==> config.mk <==
export PLATFORM = sky130hd
export DESIGN_NAME = ctx_exec
export DESIGN_NICKNAME = d
export VERILOG_FILES = /design/src/verilog/ctx_exec.v
export VERILOG_INCLUDE_DIRS = /design/src /design/src/verilog
export SDC_FILE = /design/constraint.sdc
export NUM_CORES = 1
export LEC_CHECK = 0
export BUFFER_PORTS_ARGS = -buffer_cell sky130_fd_sc_hd__buf_2
export CORE_ASPECT_RATIO = 0.5
export CORE_MARGIN = 2
export CORE_UTILIZATION = 54
export CTS_CLUSTER_DIAMETER = 150
export DETAILED_ROUTE_END_ITERATION = 16
export PLACE_DENSITY = 0.74
export SLEW_MARGIN = 10
export SYNTH_ARGS = -nofsm -noshare
export SYNTH_HDL_FRONTEND = slang
export SYNTH_SLANG_ARGS = --single-unit
==> constraint.sdc <==
create_clock -name CLK -period 7.8 [get_ports CLK]
set_input_delay 0 -clock CLK [delete_from_list [all_inputs] [get_ports CLK]]
set_output_delay 0 -clock CLK [all_outputs]
set_load 0.02 [all_outputs]
==> src/verilog/ctx_consts.vh <==
`ifndef CTX_CONSTS_VH
`define CTX_CONSTS_VH
// ****************************************************************
// Register map (APB byte offsets)
// ****************************************************************
`define CTX_OFS_CTRL 8'h00
`define CTX_OFS_INSTR 8'h04
`define CTX_OFS_EXT 8'h08
`define CTX_OFS_OPND 8'h0c
`define CTX_OFS_OPHI 8'h10
`define CTX_OFS_FLAGS 8'h14
`define CTX_OFS_RESULT 8'h18
`define CTX_OFS_STATUS 8'h1c
// ****************************************************************
// Field positions
// ****************************************************************
`define CTX_CTRL_START 0
`define CTX_CTRL_SEG 1
`define CTX_CTRL_LONGSEG 2
`define CTX_FLG_C 7
`define CTX_FLG_Z 6
`define CTX_FLG_S 5
`define CTX_FLG_PV 4
`define CTX_ST_BUSY 0
`define CTX_ST_DONE 1
`define CTX_ST_ILL 2
`define CTX_ST_WB 3
// ****************************************************************
// Opcode patterns
// ****************************************************************
`define CTX_OP_CSET 7'h57
`define CTX_OP_TEST_WB 5'h06
`define CTX_OP_TEST_L 6'h1c
`define CTX_NIB_TEST_WB 4'h4
`define CTX_NIB_TEST_L 4'h8
`define CTX_MODE_IR 2'h0
`define CTX_MODE_DA 2'h1
`define CTX_MODE_R 2'h2
// ****************************************************************
// Cycle counts
// ****************************************************************
`define CTX_CYC_CSET 5'd5
`define CTX_CYC_R_WB 5'd7
`define CTX_CYC_R_L 5'd13
`define CTX_CYC_IR_WB 5'd8
`define CTX_CYC_IR_L 5'd13
`define CTX_CYC_DA_WB_NS 5'd11
`define CTX_CYC_DA_WB_SS 5'd12
`define CTX_CYC_DA_WB_SL 5'd14
`define CTX_CYC_DA_L_NS 5'd16
`define CTX_CYC_DA_L_SS 5'd17
`define CTX_CYC_DA_L_SL 5'd19
`define CTX_CYC_X_WB_S 5'd12
`define CTX_CYC_X_WB_SL 5'd15
`define CTX_CYC_X_L_S 5'd17
`define CTX_CYC_X_L_SL 5'd20
`define CTX_RESET_WORD 32'h0000_0000
`endif

==> src/verilog/ctx_exec.v <==
// The APB interface to the registers and the placing of the registers were decided locally.
`timescale 1ns/100ps
// Behaviour
// - A true condition sets bit 0 of the destination.
// - A false condition leaves bit 0 at its prior value.
// - Conditional set changes no bit other than bit 0, any size.
// - Condition tested against flag control word; flags stay unchanged.
// - Conditional set decodes from 1010111W, register, condition; takes 5 cycles.
// - Test ORs operand with zero, sets Z and S, sets P/V on byte tests only, writes nothing back.
// - Register test takes 7 cycles, long-word register test 13.
// - Indirect form needs nonzero register; 8 cycles, long 13.
// - Direct word/byte test: 11 nonsegmented, 12 short, 14 long segmented.
// - Direct long test: 16 nonsegmented, 17 short, 19 long segmented.
// - Indexed word/byte test needs nonzero index; 12 cycles, 15 long segmented.
// - Indexed long test: 17 cycles, 20 with long segmented address.
// - Indirect pointer is a word register, or a pair when segmented.
`include "ctx_consts.vh"
module ctx_exec (
  input wire CLK,
  input wire RST_N,
  input wire PSEL,
  input wire PENABLE,
  input wire PWRITE,
  input wire [7:0] PADDR,
  input wire [31:0] PWDATA,
  output reg [31:0] PRDATA,
  output reg PREADY,
  output reg PSLVERR
);

  localparam ST_IDLE = 3'b001;
  localparam ST_RUN = 3'b010;
  localparam ST_DONE = 3'b100;

  // ****************************************************************
  // Register file
  // ****************************************************************
  reg [2:0] ctrl_q;
  reg [15:0] instr_q;
  reg [15:0] ext_q;
  reg [31:0] opnd_q;
  reg [7:0] flags_q;
  reg [31:0] result_q;
  reg [3:0] stat_q;
  reg [2:0] state_q;
  reg [4:0] cnt_q;
  reg start_q;

  wire wr = PSEL && PENABLE && PWRITE && !PREADY;
  wire rd = PSEL && PENABLE && !PWRITE && !PREADY;
  reg mapped;
  reg [31:0] rdata_d;

  always @* begin
    mapped = 1'b1;
    rdata_d = 32'h0000_0000;
    case (PADDR)
      `CTX_OFS_CTRL: rdata_d = {29'h0000_0000, ctrl_q};
      `CTX_OFS_INSTR: rdata_d = {16'h0000, instr_q};
      `CTX_OFS_EXT: rdata_d = {16'h0000, ext_q};
      `CTX_OFS_OPND: rdata_d = opnd_q;
      `CTX_OFS_FLAGS: rdata_d = {24'h00_0000, flags_q};
      `CTX_OFS_RESULT: rdata_d = result_q;
      `CTX_OFS_STATUS: rdata_d = {28'h000_0000, stat_q};
      default: mapped = 1'b0;
    endcase
  end

  // ****************************************************************
  // Decode
  // ****************************************************************
  wire [1:0] mode = instr_q[15:14];
  wire size_w = instr_q[8];
  wire [3:0] rfield = instr_q[7:4];
  wire [3:0] lonib = instr_q[3:0];
  wire is_cset = (instr_q[15:9] == `CTX_OP_CSET);
  wire is_test_wb = (instr_q[13:9] == `CTX_OP_TEST_WB) && (lonib == `CTX_NIB_TEST_WB);
  wire is_test_l = (instr_q[13:8] == `CTX_OP_TEST_L) && (lonib == `CTX_NIB_TEST_L);
  wire is_test = (is_test_wb || is_test_l) && (mode != 2'h3);
  wire seg = ctrl_q[`CTX_CTRL_SEG];
  wire long_segment_form = seg && ext_q[15];
  // Indirect pointer of zero is refused; the pair/word choice only affects address width.
  wire ir_bad = (mode == `CTX_MODE_IR) && (rfield == 4'h0);

  reg [4:0] cyc;
  always @* begin
    cyc = 5'd1;
    if (is_cset) begin
      cyc = `CTX_CYC_CSET;
    end else if (mode == `CTX_MODE_R) begin
      cyc = is_test_l ? `CTX_CYC_R_L : `CTX_CYC_R_WB;
    end else if (mode == `CTX_MODE_IR) begin
      cyc = is_test_l ? `CTX_CYC_IR_L : `CTX_CYC_IR_WB;
    end else if (rfield == 4'h0) begin
      if (is_test_l) begin
        cyc = !seg ? `CTX_CYC_DA_L_NS : (long_segment_form ? `CTX_CYC_DA_L_SL :
          `CTX_CYC_DA_L_SS);
      end else begin
        cyc = !seg ? `CTX_CYC_DA_WB_NS : (long_segment_form ? `CTX_CYC_DA_WB_SL :
          `CTX_CYC_DA_WB_SS);
      end
    end else begin
      if (is_test_l) begin
        cyc = long_segment_form ? `CTX_CYC_X_L_SL : `CTX_CYC_X_L_S;
      end else begin
        cyc = long_segment_form ? `CTX_CYC_X_WB_SL : `CTX_CYC_X_WB_S;
      end
    end
  end

  // ****************************************************************
  // Condition evaluation
  // ****************************************************************
  wire fc = flags_q[`CTX_FLG_C];
  wire fz = flags_q[`CTX_FLG_Z];
  wire fs = flags_q[`CTX_FLG_S];
  wire fv = flags_q[`CTX_FLG_PV];
  reg cond_true;
  // Standard sixteen-code table; codes outside the visible encodings follow usual practice.
  always @* begin
    case (lonib)
      4'h0: cond_true = 1'b0;
      4'h1: cond_true = fs ^ fv;
      4'h2: cond_true = fz | (fs ^ fv);
      4'h3: cond_true = fc | fz;
      4'h4: cond_true = fv;
      4'h5: cond_true = fs;
      4'h6: cond_true = fz;
      4'h7: cond_true = fc;
      4'h8: cond_true = 1'b1;
      4'h9: cond_true = ~(fs ^ fv);
      4'ha: cond_true = ~(fz | (fs ^ fv));
      4'hb: cond_true = ~(fc | fz);
      4'hc: cond_true = ~fv;
      4'hd: cond_true = ~fs;
      4'he: cond_true = ~fz;
      default: cond_true = ~fc;
    endcase
  end

  // ****************************************************************
  // Test datapath
  // ****************************************************************
  reg [31:0] tres;
  reg tz;
  reg ts;
  always @* begin
    if (is_test_l) begin
      tres = opnd_q | 32'h0000_0000;
      ts = tres[31];
    end else if (size_w) begin
      tres = {16'h0000, opnd_q[15:0] | 16'h0000};
      ts = tres[15];
    end else begin
      tres = {24'h00_0000, opnd_q[7:0] | 8'h00};
      ts = tres[7];
    end
    tz = (tres == 32'h0000_0000);
  end
  wire tpar = ~(^tres[7:0]);

  // ****************************************************************
  // Sequencer and register writes
  // ****************************************************************
  always @(posedge CLK or negedge RST_N) begin
    if (!RST_N) begin
      ctrl_q <= 3'h0;
      instr_q <= 16'h0000;
      ext_q <= 16'h0000;
      opnd_q <= `CTX_RESET_WORD;
      flags_q <= 8'h00;
      result_q <= `CTX_RESET_WORD;
      stat_q <= 4'h0;
      state_q <= ST_IDLE;
      cnt_q <= 5'd0;
      start_q <= 1'b0;
      PRDATA <= 32'h0000_0000;
      PREADY <= 1'b0;
      PSLVERR <= 1'b0;
    end else begin
      PREADY <= PSEL && PENABLE && !PREADY;
      PSLVERR <= PSEL && PENABLE && !PREADY && !mapped;
      if (rd) begin
        PRDATA <= rdata_d;
      end
      start_q <= 1'b0;
      if (wr && state_q != ST_RUN) begin
        case (PADDR)
          `CTX_OFS_CTRL: begin
            ctrl_q <= {PWDATA[2:1], 1'b0};
            start_q <= PWDATA[`CTX_CTRL_START];
          end
          `CTX_OFS_INSTR: instr_q <= PWDATA[15:0];
          `CTX_OFS_EXT: ext_q <= PWDATA[15:0];
          `CTX_OFS_OPND: opnd_q <= PWDATA;
          `CTX_OFS_FLAGS: flags_q <= PWDATA[7:0];
          default: ;
        endcase
      end
      case (state_q)
        ST_IDLE, ST_DONE: begin
          if (start_q) begin
            stat_q <= {1'b0, 1'b0, 1'b0, 1'b1};
            if ((!is_cset && !is_test) || (is_test && ir_bad)) begin
              stat_q <= 4'b0110;
              state_q <= ST_DONE;
            end else begin
              cnt_q <= cyc - 5'd1;
              state_q <= ST_RUN;
            end
          end
        end
        ST_RUN: begin
          if (cnt_q <= 5'd1) begin
            state_q <= ST_DONE;
            if (is_cset) begin
              // Only bit 0 may change; a false condition keeps it.
              result_q <= {opnd_q[31:1], opnd_q[0] | cond_true};
              stat_q <= 4'b1010;
            end else begin
              result_q <= opnd_q;
              flags_q[`CTX_FLG_Z] <= tz;
              flags_q[`CTX_FLG_S] <= ts;
              if (!is_test_l && !size_w) begin
                flags_q[`CTX_FLG_PV] <= tpar;
              end
              stat_q <= 4'b0010;
            end
          end else begin
            cnt_q <= cnt_q - 5'd1;
          end
        end
        default: state_q <= ST_IDLE;
      endcase
    end
  end

endmodule // ctx_exec

Word-level counts from Yosys, hierarchy flattened
Index checks and enable logic that the tools add are counted.
Widths: inputs -> output; s select.
Operators by class
  add/subtract/negate cells: 2
  magnitude comparators: 1
  equal/unequal tests: 33
  mux-type cells: 43
  bitwise gates (word level): 12
  reduce and logical (&&, ||, !) cells: 43
Operators by type and width (number)
  $pmux 32 s7: 1
  $mux 5: 9
  $logic_not 32->1: 1
  $mux 32: 1
  $mux 3: 10
  $eq 4x4->1 const B: 7
  $eq 8x5->1 const B: 3
  $eq 4x3->1 const B: 4
  $eq 8x4->1 const B: 2
  $logic_and 1x1->1: 16
  $mux 16: 1
  $mux 4: 4
  $pmux 1 s15: 1
  $mux 7: 2
  $reduce_and 2->1: 7
  $ne 2x2->1 const B: 5
  $pmux 5 s2: 1
  $sub 5x1->5 const B: 2
  $eq 4x2->1 const B: 2
  $eq 8x3->1 const B: 1
  $logic_not 4->1: 2
  $logic_not 8->1: 1
  $mux 2: 4
  $not 1->1: 8
  24 further kinds: 39
Storage, ports and cells
  register bits: 153
  bits of input ports: 45
  output and inout bits: 34

Logic depth before layout (Yosys ltp)
  depth after elaboration: 12
  gate-level depth with buffers: 14

Least setup slack after synthesis
Ideal clock, no wire load.
  path kind: register to register
  start point: reg instr_q[0]
  end point: reg cnt_q[4]
  setup time: 83 ps
  arrival time: 2513 ps
  required time: 7717 ps
  slack: 5204 ps
  stages on the path, launching flop included: 13
  cells stage by stage: dfrtp_1 nor4_4 and3_1 buf_6 inv_4 ha_1 or2_2 a32o_1 ha_1 inv_1 o2111a_1 a31oi_1 o21ai_0
Between the ends
  longest elaborated chain between the ends: 11
  elaborated cells on any way between the ends: 24
  those cells by class: add/sub: 1; eq/ne: 3; mux: 11; reduce/logical: 9
Ends and longest elaborated chain
  from (decl): RTL line ctx_exec.v:39  | reg [15:0] instr_q;
  from (signal assigned): RTL line ctx_exec.v:193  | `CTX_OFS_INSTR: instr_q <= PWDATA[15:0];
  $eq 4x4->1
  $logic_and 1x1->1: RTL line ctx_exec.v:78  | wire is_test_l = (instr_q[13:8] == `CTX_OP_TEST_L) && (lonib == `CTX_NIB_TEST_L);
  $mux 5 (on tied branches): RTL line ctx_exec.v:103, ctx_exec.v:95
  $mux 5: RTL line ctx_exec.v:94  | end else if (rfield == 4'h0) begin
  $mux 5: RTL line ctx_exec.v:92  | end else if (mode == `CTX_MODE_IR) begin
  $mux 5: RTL line ctx_exec.v:90  | end else if (mode == `CTX_MODE_R) begin
  $mux 5: RTL line ctx_exec.v:88  | if (is_cset) begin
  $sub 5x1->5: RTL line ctx_exec.v:208  | cnt_q <= cyc - 5'd1;
  $mux 5: RTL line ctx_exec.v:204  | if ((!is_cset && !is_test) || (is_test && ir_bad)) begin
  $mux 5: RTL line ctx_exec.v:202  | if (start_q) begin
  $pmux 5 s2: RTL line ctx_exec.v:200  | case (state_q)
  to (signal assigned): RTL line ctx_exec.v:208
  to (signal assigned): RTL line ctx_exec.v:230  | cnt_q <= cnt_q - 5'd1;
  to (decl): RTL line ctx_exec.v:46  | reg [4:0] cnt_q;
Several ways; a longest one is shown, not always the timed one. The select of a mux whose other input is x is not followed.
A chain may end at the register's enable or synchronous reset.

Worst setup path after layout
Same ends and word-level chain as after synthesis.

==> impl_results.md <==
- Via count: 5,722
- DRT iter0 DRCs: between 500 and 600
- # IOs: 79
- WL per Instance: 18.56 um
- Hold_ws: 0.05336 ns
- Peak Freq: around 320 MHz
- DRT Wirelength: 18,000 um
- Clock root cell: clkbuf_16
- Layout cell share with drive strength beyond 1: 0.2438
- CTS Hold Bufs: 38
- Number of global-route vias before repair: 5,771
- Setup TNS: 0 ns
- Die area: approximately 14,000 um2
- Die width: between 150 and 200 um
- Initial antenna violation count: 0
- H-tree level count: 4
- CP Capture Type: flip-flop
- Internal: 1.359 mW
- Worst vdd ir: roughly 0.00015 V
- Max_slew headroom: 0.3739
- Clk_lat worst skew: 0.42 ns
- Final HPWL DP: around 12,000 um
- Clock buffer depth: 2
- FFs w/ async S/R, synth: 1.000
- Ant. Diodes: 0
- Post_cts resized: 0
- Final Hold Fails: 0
- Primary FF master, synth: dfrtp_1
- Reg clk slew, reported paths: 0.07 ns
- Actual slew at the worst max-slew pin: 0.9361 ns
- Clock sinks: 153
- Syn_area_per_cell: between 10 and 15 um2
- Gate power share: 0.102
- Layout Nets: about 840
- Final Cycle Share: 0.4043
- Syn Inst Count: 681
- Area delta synth->final: 20.19%
- Setup crit start kind: flip-flop
- Largest net degree at the start of global routing: 96
- Die Ht: 85.88 um
- Pleak: 4.133 nW
- Fin. max-slew vios: 0
- DRT Pass-1 Iters: 5
- Yosys warnings: 0
- Switching Fraction: 0.2660
- Minimum clock period: approximately 3.2 ns
- Most frequent cells in the layout: dfrtp_1 (152), nand2_1 (115), buf_2 (77)
- Cell Pwr Density: 212.8 nW/um2
- Outcome: completed
- Syn_nets: 735
- Max-cap viol count: 0
- Number of library cell types mapped by synthesis: 66
- CP Class: reg -> reg
- Synth Cell Area: approximately 7200 um2
- Routed vias/inst: slightly below 6
- Total Routing Usage GR: 0.2731
- CORE AREA: 12,880 um2
- Placed Cells: 900
- # DRC: 0
- Tightest Hold Check Type: in -> reg
- PortBufs: just under 80
- Post-CTS setup buffer count: 0
- Sequential share of the synthesized area: 0.5290
- CP arrival: 3.50 ns
- Post-Layout Cell Count: 970
- RSZ-0062 raised after global routing: false
- Total CTS buffers: 17
- Total power: 1.851 mW
- Layout Skew: 0.01179 ns
- CTS tree: done
- Cell Rows: 29
- #FFs+latches synth: 153
- Most common cell after layout, fill and taps aside: dfrtp_1
- Worst Path Required: around 8.1 ns
- Clock share of power: 0.437
- Detail Route Antenna Nets: 0
- CP Max Fanout: 13
- First-pass GRT wire length: 30,350 um
- Number of enable flip-flop cells after synthesis: 0
- Sw Pwr: approximately 0.5 mW
- Grt total ovfl: 0
- Gp weighted congestion: 0.9103
- Final setup viols: 0
- Initial Util: 0.5620
- Sequential share of power: 0.461
## worst paths after layout
| check | endpoint | start | cells after the start | slack (ns) |
|---|---|---|---|---|
| min in group asynchronous | PRDATA[30] | RST_N | 2 | 0.21 |
| max reg2reg | cnt_q[4] | instr_q[0] | 11 | 4.65 |
| max | cnt_q[4] | instr_q[0] | 11 | 4.65 |
| max in group asynchronous | result_q[0] | RST_N | 3 | 6.22 |
| min | PRDATA[5] | PWRITE | 4 | 0.05 |
| min reg2reg | result_q[25] | result_q[25] | 2 | 0.48 |
## cell families (layout without fill, tap and decap cells)
group | Yosys count | in the layout | synth area share
and+or+nand+nor | 229 | 229 | 0.1523
buffers and inverters | 55 | 174 | 0.03543
adders and majority gates | 9 | 9 | 0.01556
muxes | 72 | 72 | 0.1108
AOI/OAI and AO/OA | 157 | 157 | 0.1497
DFF | 153 | 153 | 0.5290
xor gates and xnor gates | 6 | 6 | 0.007260
## final cells by class
type	instances	area (um2)
timing repair buffer	123	829.5
tap	170	212.7
sequential	153	3830
clock buffer	19	442.9
inverter	19	73.82
multi-input combinational	473	3179
clock inverter	13	132.6
fill	963	4180
## per-layer routing
layer | vias up | track usage | share of wire
met5 | - | 0 | 0
met4 | 0 | 0.08379 | 0.011
met3 | 21 | 0.05307 | 0.065
met2 | 225 | 0.4282 | 0.45
met1 | 2813 | 0.3908 | 0.47
li1 | 2663 | - | -
## power groups by stage
stage | clock network (mW) | logic, mW | registers (mW)
floorplan | 0 | 0.0563 | 0.905
global placement | 0 | 0.172 | 0.866
detailed placement | 0 | 0.175 | 0.869
CTS | 0.822 | 0.190 | 0.854
global route | 0.862 | 0.208 | 0.859
finish | 0.809 | 0.189 | 0.854
## metrics by stage
stage / worst slack, ns / instance area, um2 / utilization
after floorplan: 5.204 / 7239 / -
after global placement: 4.795 / 7742 / 0.6011
after detailed placement: 4.666 / 7742 / 0.6011
after CTS: 4.666 / 8698 / 0.6753
after global routing: 4.471 / 8701 / 0.6755
final: 4.646 / 8701 / 0.6755
## state kept, by name (all words and copies together), names as in the netlist
signal / cells
PRDATA: 32
PREADY: 1
PSLVERR: 1
cnt_q: 5
ctrl_q: 2
ext_q: 16
flags_q: 8
instr_q: 16
opnd_q: 32
result_q: 32
start_q: 1
stat_q: 4
state_q: 3
## synth_stat cells (9+ instances only)
master    number  share of area
a31oi_1       18          0.016
nor3_1         9         0.0062
nor2_1        49          0.025
o21ai_0       30          0.021
inv_1         18         0.0093
mux2_2        55          0.086
nand2_1      116          0.060
a21oi_1       26          0.018
nor4_1         9         0.0078
a22oi_1       41          0.043
clkbuf_1      19         0.0099
mux2i_1       10          0.014
ha_1           9          0.016
dfrtp_1      152           0.53
buf_2         11         0.0076
## critical path: stages (launching register included)
cell and delay [ns]:
dfrtp_1 0.52, nor4_4 0.37, and3_1 0.51, inv_4 0.09, ha_1 0.29, or2_2 0.31, a32o_1 0.30, ha_1 0.22
inv_1 0.06, o2111a_1 0.20, a31oi_1 0.04, o21ai_0 0.17
(Power assumes the default switching activity.)
